**config.mk**
```make
export PLATFORM = sky130hd
export DESIGN_NAME = dfs_decim_sync
export DESIGN_NICKNAME = d
export VERILOG_FILES = /design/src/dfs_pkg.sv /design/src/dfs_decim_sync.sv
export SDC_FILE = /design/constraint.sdc
export NUM_CORES = 2
export LEC_CHECK = 0
export CAP_MARGIN = 5
export CORE_MARGIN = 2
export CORE_UTILIZATION = 43
export CTS_CLUSTER_SIZE = 12
export DETAILED_ROUTE_END_ITERATION = 7
export DONT_BUFFER_PORTS = 1
export PLACE_DENSITY = 0.69
export SLEW_MARGIN = 20
export SYNTH_ARGS = -nofsm -noshare
export SYNTH_HDL_FRONTEND = slang
export SYNTH_SLANG_ARGS = --single-unit
```
**constraint.sdc**
```tcl
create_clock -name clk_i -period 29.1 [get_ports clk_i]
set_clock_uncertainty 0.15 [all_clocks]
set_input_delay 0 -clock clk_i [delete_from_list [all_inputs] [get_ports clk_i]]
set_output_delay 0 -clock clk_i [all_outputs]
set_load 0.03 [all_outputs]
```
**src/dfs_pkg.sv**
```systemverilog
package dfs_pkg;
  // ==========================================================
  // Widths
  // ==========================================================
  localparam int unsigned DW     = 24;  // Result width
  localparam int unsigned CW     = 20;  // Settling counter width
  localparam int unsigned ACC_W  = 52;  // Sinc5 accumulator width, 5*10+2
  localparam int unsigned ORDER  = 5;   // Sinc order
  localparam int unsigned L_BASE = 5;   // log2 of the lowest decimation, 32
  localparam int unsigned NRATE  = 6;   // Selectable decimation rates

  // ==========================================================
  // Register map and fields
  // ==========================================================
  localparam logic [7:0] OFS_CTRL   = 8'h00;
  localparam logic [7:0] OFS_STATUS = 8'h04;
  localparam logic [7:0] OFS_DATA_A = 8'h08;
  localparam logic [7:0] OFS_DATA_B = 8'h0c;
  localparam logic [7:0] OFS_COUNT  = 8'h10;
  localparam int unsigned CTRL_W      = 11;
  localparam int unsigned F_WB_A      = 0;   // Group A wideband when set
  localparam int unsigned F_WB_B      = 1;   // Group B wideband when set
  localparam int unsigned F_DEC_A     = 2;   // 3 bits, index 0..5 = 32..1024
  localparam int unsigned F_DEC_B     = 5;   // 3 bits
  localparam int unsigned F_GRP_B     = 8;   // Group B in use
  localparam int unsigned F_DIV8      = 9;   // Divider 8, else 4
  localparam int unsigned F_PIN_MODE  = 10;  // One filter type for all
  localparam logic [CTRL_W-1:0] CTRL_RST = 11'h001;
  localparam logic [2:0] DEC_IDX_MAX = 3'h5;
  localparam logic [2:0] DIV4_LAST  = 3'h3;
  localparam logic [2:0] DIV8_LAST  = 3'h7;
  localparam int unsigned DIV4_SHIFT = 2;
  localparam int unsigned SINC_SETTLE_MUL = 5;  // Sinc5 needs five output periods

  // ==========================================================
  // Wideband settling tables, master-clock periods, [div8][rate]
  // ==========================================================
  typedef logic [CW-1:0] dfs_tbl_type [2][NRATE];
  // Single rate, first result
  localparam dfs_tbl_type ONE_FIRST = '{
    '{20'd336, 20'd620, 20'd1187, 20'd2325, 20'd4601, 20'd9153},
    '{20'd656, 20'd1225, 20'd2359, 20'd4635, 20'd9187, 20'd18291}};
  // Single rate, settled result
  localparam dfs_tbl_type ONE_SET = '{
    '{20'd8400, 20'd16748, 20'd33443, 20'd66837, 20'd133625, 20'd267201},
    '{20'd16784, 20'd33481, 20'd66871, 20'd133659, 20'd267235, 20'd534387}};
  // Mixed, first result, indexed by the group A rate
  localparam dfs_tbl_type MIX_FIRST_A = '{
    '{20'd758, 20'd759, 20'd760, 20'd762, 20'd782, 20'd806},
    '{20'd820, 20'd822, 20'd824, 20'd844, 20'd836, 20'd852}};
  // Mixed, either group at 32: group A settled by A rate
  localparam dfs_tbl_type MIX_SET_A = '{
    '{20'd8822, 20'd17015, 20'd33528, 20'd66938, 20'd133646, 20'd267302},
    '{20'd16948, 20'd33590, 20'd66872, 20'd133708, 20'd267332, 20'd534612}};
  // Mixed, B at 32: group B settled by A rate
  localparam dfs_tbl_type MIX_SET_B32 = '{
    '{20'd8822, 20'd8823, 20'd8824, 20'd8826, 20'd8846, 20'd8870},
    '{20'd16948, 20'd16950, 20'd16952, 20'd16972, 20'd16964, 20'd16980}};
  // Mixed, A at 32: group B settled by B rate
  localparam dfs_tbl_type MIX_SET_A32 = '{
    '{20'd8822, 20'd17014, 20'd33526, 20'd66934, 20'd133622, 20'd267253},
    '{20'd16948, 20'd33588, 20'd66868, 20'd133684, 20'd267316, 20'd534580}};
endpackage
```
**src/dfs_decim_sync.sv**
```systemverilog
`timescale 1ns/1ps
module dfs_decim_sync #(
  parameter int unsigned TIME_SHIFT = 0  // Shortens the first and settled thresholds in simulation, not the result period
) (
  input  wire logic                  clk_i,
  input  wire logic                  sys_rst_i,
  input  wire logic                  sync_i,
  input  wire logic                  mod_a_i,
  input  wire logic                  mod_b_i,
  input  wire logic [7:0]            addr_i,
  input  wire logic [31:0]           wdata_i,
  input  wire logic                  wr_i,
  input  wire logic                  rd_i,
  output logic      [31:0]           rdata_o,
  output logic                       conversion_ready_strobe_o,
  output logic                       settled_a_o,
  output logic                       settled_b_o,
  output logic      [dfs_pkg::DW-1:0] data_a_o,
  output logic      [dfs_pkg::DW-1:0] data_b_o
);
  import dfs_pkg::*;

  // ==========================================================
  // Helpers
  // ==========================================================
  // Clamp a rate index to the six legal rates
  function automatic logic [2:0] rate_idx(input logic [2:0] raw);
    rate_idx = (raw > DEC_IDX_MAX) ? DEC_IDX_MAX : raw;
  endfunction

  // Sinc5 timing: ODR period scaled, in master-clock periods
  function automatic logic [CW-1:0] odr_clk(input logic [2:0] idx, input logic div8);
    odr_clk = CW'(1) << (L_BASE + DIV4_SHIFT + 32'(idx) + 32'(div8));
  endfunction

  // ==========================================================
  // Control register and decode
  // ==========================================================
  logic [CTRL_W-1:0] ctrl_q;
  logic [2:0]        ia;
  logic [2:0]        ib;
  logic              div8;
  logic              grp_b;
  logic              wb_a;
  logic              wb_b;

  assign ia    = rate_idx(ctrl_q[F_DEC_A +: 3]);
  assign ib    = rate_idx(ctrl_q[F_DEC_B +: 3]);
  assign div8  = ctrl_q[F_DIV8];
  assign grp_b = ctrl_q[F_GRP_B];
  // Wideband choice sets the timing only; its ripple and stop band are not built here
  assign wb_a  = ctrl_q[F_WB_A];
  // Pin mode has one filter for all channels
  assign wb_b  = ctrl_q[F_PIN_MODE] ? ctrl_q[F_WB_A] : ctrl_q[F_WB_B];

  // ==========================================================
  // Input synchronisers
  // ==========================================================
  logic [2:0] sync_q;  // Two sync stages plus an edge history stage
  logic [1:0] mod_a_q;
  logic [1:0] mod_b_q;
  logic       sync_rise;

  always_ff @(posedge clk_i) begin
    if (sys_rst_i) begin
      sync_q  <= 3'h0;
      mod_a_q <= 2'h0;
      mod_b_q <= 2'h0;
    end else begin
      sync_q  <= {sync_q[1:0], sync_i};
      mod_a_q <= {mod_a_q[0], mod_a_i};
      mod_b_q <= {mod_b_q[0], mod_b_i};
    end
  end

  assign sync_rise = sync_q[1] & ~sync_q[2];

  // ==========================================================
  // Modulator rate enable, divider 4 or 8
  // ==========================================================
  logic [2:0] div_cnt_q;
  logic       mod_en;

  assign mod_en = (div_cnt_q == (div8 ? DIV8_LAST : DIV4_LAST));

  // Restarting the divider on sync keeps all groups on one phase
  always_ff @(posedge clk_i) begin
    if (sys_rst_i || sync_rise || mod_en) begin
      div_cnt_q <= 3'h0;
    end else begin
      div_cnt_q <= div_cnt_q + 3'h1;
    end
  end

  // ==========================================================
  // Sinc5 decimators, one per rate group
  // ==========================================================
  logic [1:0]          mod_bit;
  logic [1:0][2:0]     g_idx;

  assign mod_bit = {mod_b_q[1], mod_a_q[1]};
  assign g_idx   = {ib, ia};

  for (genvar g = 0; g < 2; g++) begin : g_sinc
    logic signed [ACC_W-1:0] integ_q [ORDER];
    logic signed [ACC_W-1:0] dly_q   [ORDER];
    logic signed [ACC_W-1:0] comb    [ORDER+1];
    logic        [9:0]       dec_cnt_q;
    logic        [9:0]       dec_last;
    logic                    dec_en;
    logic signed [ACC_W-1:0] top;
    logic signed [ACC_W-1:0] sat;
    logic        [5:0]       shift;
    logic        [DW-1:0]    out_q;

    assign dec_last = 10'((32'd1 << (L_BASE + 32'(g_idx[g]))) - 32'd1);
    assign dec_en   = mod_en && (dec_cnt_q == dec_last);
    // Full scale is R^5; one code below it keeps the result positive
    assign top   = ACC_W'(1) << (ORDER * (L_BASE + 32'(g_idx[g])));
    assign sat   = (comb[ORDER] >= top) ? top - ACC_W'(1) : comb[ORDER];
    assign shift = 6'(ORDER * (L_BASE + 32'(g_idx[g])) + 1 - DW);

    // Comb chain, evaluated once per output sample
    always_comb begin
      comb[0] = integ_q[ORDER-1];
      for (int k = 0; k < ORDER; k++) begin
        comb[k+1] = comb[k] - dly_q[k];
      end
    end

    // Integrators run at the modulator rate, combs at the output rate
    always_ff @(posedge clk_i) begin
      if (sys_rst_i || sync_rise) begin
        for (int k = 0; k < ORDER; k++) begin
          integ_q[k] <= '0;
          dly_q[k]   <= '0;
        end
        dec_cnt_q <= 10'h0;
        out_q     <= '0;
      end else if (mod_en) begin
        integ_q[0] <= integ_q[0] + (mod_bit[g] ? ACC_W'(1) : -ACC_W'(1));
        for (int k = 1; k < ORDER; k++) begin
          integ_q[k] <= integ_q[k] + integ_q[k-1];
        end
        dec_cnt_q <= dec_en ? 10'h0 : dec_cnt_q + 10'h1;
        if (dec_en) begin
          for (int k = 0; k < ORDER; k++) begin
            dly_q[k] <= comb[k];
          end
          out_q <= DW'(sat >>> shift);
        end
      end
    end
  end

  // ==========================================================
  // Settling thresholds
  // ==========================================================
  logic [CW-1:0] wb_first;
  logic [CW-1:0] wb_set_a;
  logic [CW-1:0] wb_set_b;
  logic [CW-1:0] first_thr;
  logic [CW-1:0] set_a_thr;
  logic [CW-1:0] set_b_thr;
  logic          a_at_32;
  logic          b_at_32;
  logic [2:0]    fast_idx;
  logic [CW-1:0] odr_p;

  assign a_at_32  = (ia == 3'h0);
  assign b_at_32  = (ib == 3'h0);
  assign fast_idx = (grp_b && ib < ia) ? ib : ia;
  assign odr_p    = odr_clk(fast_idx, div8);

  // Mixed groups share one first instant; neither at 32 falls back to single-rate values, first at the faster rate
  assign wb_first = !grp_b ? ONE_FIRST[div8][ia] :
                    a_at_32 ? MIX_FIRST_A[div8][0] :
                    b_at_32 ? MIX_FIRST_A[div8][ia] :
                    ONE_FIRST[div8][fast_idx];
  assign wb_set_a = !grp_b ? ONE_SET[div8][ia] :
                    b_at_32 ? MIX_SET_A[div8][ia] :
                    a_at_32 ? MIX_SET_A[div8][0] :
                    ONE_SET[div8][ia];
  assign wb_set_b = !grp_b ? ONE_SET[div8][ia] :
                    a_at_32 ? MIX_SET_A32[div8][ib] :
                    b_at_32 ? MIX_SET_B32[div8][ia] :
                    ONE_SET[div8][ib];

  // Wideband latency covers its long group delay; sinc5 settles in five periods
  assign first_thr = (wb_a ? wb_first : odr_p) >> TIME_SHIFT;
  assign set_a_thr = (wb_a ? wb_set_a
                     : CW'(SINC_SETTLE_MUL) * odr_clk(ia, div8)) >> TIME_SHIFT;
  assign set_b_thr = (wb_b ? wb_set_b
                     : CW'(SINC_SETTLE_MUL) * odr_clk(ib, div8)) >> TIME_SHIFT;

  // ==========================================================
  // Settling counter and ready strobe
  // ==========================================================
  logic [CW-1:0] cnt_q;
  logic [CW-1:0] odr_cnt_q;
  logic          run_q;
  logic          first_q;
  logic          hit_first;
  logic          hit_odr;

  assign hit_first = run_q && !first_q && (cnt_q == first_thr);
  assign hit_odr   = first_q && (odr_cnt_q == odr_p - CW'(1));

  // Counter restarts on the sync edge and then counts whole periods
  always_ff @(posedge clk_i) begin
    if (sys_rst_i) begin
      cnt_q <= '0;
      run_q <= 1'b0;
    end else if (sync_rise) begin
      cnt_q <= '0;
      run_q <= 1'b1;
    end else if (run_q && cnt_q != '1) begin
      cnt_q <= cnt_q + CW'(1);
    end
  end

  // After the first result, results follow at the faster group's rate
  always_ff @(posedge clk_i) begin
    if (sys_rst_i || sync_rise) begin
      first_q   <= 1'b0;
      odr_cnt_q <= '0;
    end else if (hit_first) begin
      first_q   <= 1'b1;
      odr_cnt_q <= '0;
    end else if (first_q) begin
      odr_cnt_q <= hit_odr ? '0 : odr_cnt_q + CW'(1);
    end
  end

  // Strobe and captured results
  always_ff @(posedge clk_i) begin
    if (sys_rst_i || sync_rise) begin
      conversion_ready_strobe_o <= 1'b0;
      settled_a_o               <= 1'b0;
      settled_b_o               <= 1'b0;
      data_a_o                  <= '0;
      data_b_o                  <= '0;
    end else begin
      conversion_ready_strobe_o <= hit_first || hit_odr;
      if (run_q && cnt_q == set_a_thr) begin
        settled_a_o <= 1'b1;
      end
      if (run_q && grp_b && cnt_q == set_b_thr) begin
        settled_b_o <= 1'b1;
      end
      if (hit_first || hit_odr) begin
        data_a_o <= g_sinc[0].out_q;
        data_b_o <= g_sinc[1].out_q;
      end
    end
  end

  // ==========================================================
  // Register port
  // ==========================================================
  // Writes take effect at once; the host resyncs afterwards
  always_ff @(posedge clk_i) begin
    if (sys_rst_i) begin
      ctrl_q <= CTRL_RST;
    end else if (wr_i && addr_i == OFS_CTRL) begin
      ctrl_q <= wdata_i[CTRL_W-1:0];
    end
  end

  // Read data stand only in the cycle after the strobe
  always_ff @(posedge clk_i) begin
    if (sys_rst_i || !rd_i) begin
      rdata_o <= 32'h0;
    end else begin
      unique case (addr_i)
        OFS_CTRL:   rdata_o <= 32'(ctrl_q);
        OFS_STATUS: rdata_o <= {28'h0, run_q, settled_b_o, settled_a_o, first_q};
        OFS_DATA_A: rdata_o <= 32'(data_a_o);
        OFS_DATA_B: rdata_o <= 32'(data_b_o);
        OFS_COUNT:  rdata_o <= 32'(cnt_q);
        default:    rdata_o <= 32'h0;
      endcase
    end
  end
endmodule

```
==> flow_summary.toml <==
[setup_path]
crit_fanout = 44
worstSetupStartpoint = "g_sinc[0].integ_q[4][0]$_SDFFCE_PN0P_"
crit_type = "reg -> reg"
required_ps = 29680
startpoint_type = "flop"
cp_slowest_cell = "a2111oi_0"
timing.rr.start = "g_sinc[0].integ_q[4][0]$_SDFFCE_PN0P_"
max_stage_delay_ps = 1100
cp_common_cell = "a21oi_1"
critPathArrivalTime_ps = 16650
worstSetupEndpointType = "flop"

[clock_network]
cts_resized = 0
clockBufferDepth = 3
cts_buffers = 143
cts_tree = "yes"
numClockSinks = 1246
root_buffer = "clkbuf_16"
cts-htree-levels = 4
clock_latency_ps = 790
cts.clk_slew.worst_paths_ps = 60

[yosys]
synth.mux.area_fraction_pct = 2.07
seq_area_frac_synth_pct = 32.9
synth.distinct_cells = 112
synth_xor_area_share_pct = 8.33
synth_edf_count = 1040
syn_area_um2 = 107000
ys_async_sr_fraction_pct = 0
synth_top_area_share_pct = 29.1
syn_area_per_cell_um2 = 8.74
syn_inst = 12300
ys_seq_elements = 1246
ys.flop_type = "edfxtp_1"
synthAdderAreaFrac_pct = 13.8
synth_compound_area_share_pct = 20.1
synth_top_family_by_area = "compound AO/OA/AOI/OAI gates"
ys_warn_count = 0
synth_largest_area_cell = "edfxtp_1"
yosys.area_share.simple_pct = 18.2
synthTopCellsByArea = "edfxtp_1, ha_1, xnor2_1"

[global_routing]
grt_pass1_vias = 79600
grt_antenna_before_repair = 6
grt_pass1_wl_mm = 402
grtUsageTotal_pct = 18.6
grt_max_degree = 204
grt_overflow = 0

[timing]
fin_crit_ps = 16070
rsz0062_at_grt = "false"
max-slew-margin-rel_pct = 14.5
timing.final.crit_share_pct = 55.2
timing.final.hold_violations = 0
setup_viol = 0
tns_ps = 0
tightest_slew_ps = 1250
fmaxAchievable_mhz = 62.2
drv_slew = 0

[layout]
final_common_cell = "nor2_1"
drive_gt1_share_pct = 3.70
n_fill_cell = 23600
final_nets = 13400
final_cell_mix = "nor2_1, ha_1, edfxtp_1"
postLayoutCoreUtil_pct = 46.6
fin_area_um2 = 116000
syn2layout_area_growth_pct = 7.75

[run]
maxCapViolations = 0

[drt]
dr.pass1.iters = 6
via_per_inst = 5.49
wl_per_cell_um = 15.7
drc_errors = 0
vias = 85600
wirelength_mm = 245
antenna_left = 0
initialDrtViolationCount = 5703

[die]
start_util_pct = 43.2
die_area_um2 = 254000
rows = 183
core-area_um2 = 248000
die_height_um = 504
fp.dieW_um = 504
ioPinCount = 130

[placed_design]
dp_hpwl_mm = 183
place.gp.congestion = 0.967
portBuffers = 0
place_area_um2 = 111000

[status]
status = "finished, final reports clean"

[hold_path]
hold_class = "in -> reg"
hp-start = "addr_i[2]"
path summary, 6_finish.rpt:
check                                                       end  slack, ps  depth (start not counted)
worst max-delay path            g_sinc[0].out_q[6]$_SDFFE_PP0P_      13030                         65
worst min-delay path                      rdata_o[0]$_SDFF_PP0_        130                          4
worst max register to register  g_sinc[0].out_q[6]$_SDFFE_PP0P_      13030                         65
worst min register to register            mod_b_q[1]$_SDFF_PP0_        280                          1
per-layer routing:
metal | up-vias | GRT usage, % | wire, um
met5 | - | 0 | 10
met4 | 2 | 7.33 | 10000
met3 | 476 | 2.58 | 11100
met2 | 1772 | 30.7 | 109000
met1 | 39100 | 24.6 | 115000
li1 | 44200 | - | -
critical path: cells and delay by family, from the launching register on:
family,cells,cell delay (ps)
AOI/OAI and AO/OA,32,8230
and+or+nand+nor,15,2500
adders and majority gates,7,2170
xor gates and xnor gates,5,1140
buffers and inverters,5,970
muxes,1,450
DFF,1,350
timing repair:
action | in CTS | in global routing
hold buffers | 53 | 0
setup buffers | 0 | 0
endpoints found under the hold margin | 174 | 0
sequential cells by signal, summed over array words and instances (netlist names), 3 cells and up:
signal	count
sync_q	3
div_cnt_q	3
cnt_q	20
odr_cnt_q	20
g_sinc.integ_q	520
g_sinc.out_q	48
rdata_o	24
ctrl_q	11
data_a_o	24
g_sinc.dly_q	520
g_sinc.dec_cnt_q	20
data_b_o	24
area by class of cell:
cell class	count	area [um2]	share of cell area (%)
Clock inverter	64	577	0.498
Multi-Input combinational cell	9755	67300	58.1
Timing Repair Buffer	133	1200	1.03
Clock buffer	183	3860	3.34
Antenna cell	3	7.51	0.00648
Inverter	878	3320	2.87
Sequential cell	1246	35400	30.5
Tap cell	3330	4170	3.60
synth_stat cells, types with 26 or more instances:
cell	number
nor2_1	1324
ha_1	1144
edfxtp_1	1040
a21oi_1	998
inv_1	872
nand2_1	705
o21ai_0	677
xnor2_1	577
a21o_1	468
and2_1	436
xor2_1	432
clkbuf_1	355
nor3_1	308
and3_1	256
nand3_1	247
dfxtp_1	206
nand2b_1	187
nor2b_1	171
o21bai_1	154
mux2i_1	147
o21a_1	127
nand4_1	107
o211ai_1	101
a211oi_1	100
a31oi_1	91
or3_1	75
o31ai_1	51
a211o_1	47
a21boi_0	44
a221oi_1	44
nor4_1	41
or2_2	41
o22ai_1	37
buf_1	32
a22oi_1	27
and4_1	27
mux2_2	27
nor3b_1	27
a41oi_1	26
through the flow:
step	hold slack, ps	setup WS [ps]	cells
2_1_floorplan	-32.2	16140	12300
3_3_place_gp	-78.4	13420	15300
3_5_place_dp	-75.2	13360	15300
4_1_cts	60.9	13290	15600
5_1_grt	125	11760	15600
6_report	131	13030	15600
cell families after synthesis:
family | Yosys count
XOR/XNOR | 1014
AO/OA/AOI/OAI | 3349
buffers and inverters | 1296
adder cells (fa/ha/maj) | 1167
flip-flops | 1246
multiplexers | 194
other | 1
AND/OR/NAND/NOR | 4021
Power is left out: the tool's default activity adds up to more than one toggle a clock period on the data nets, which glitch-free logic cannot reach.
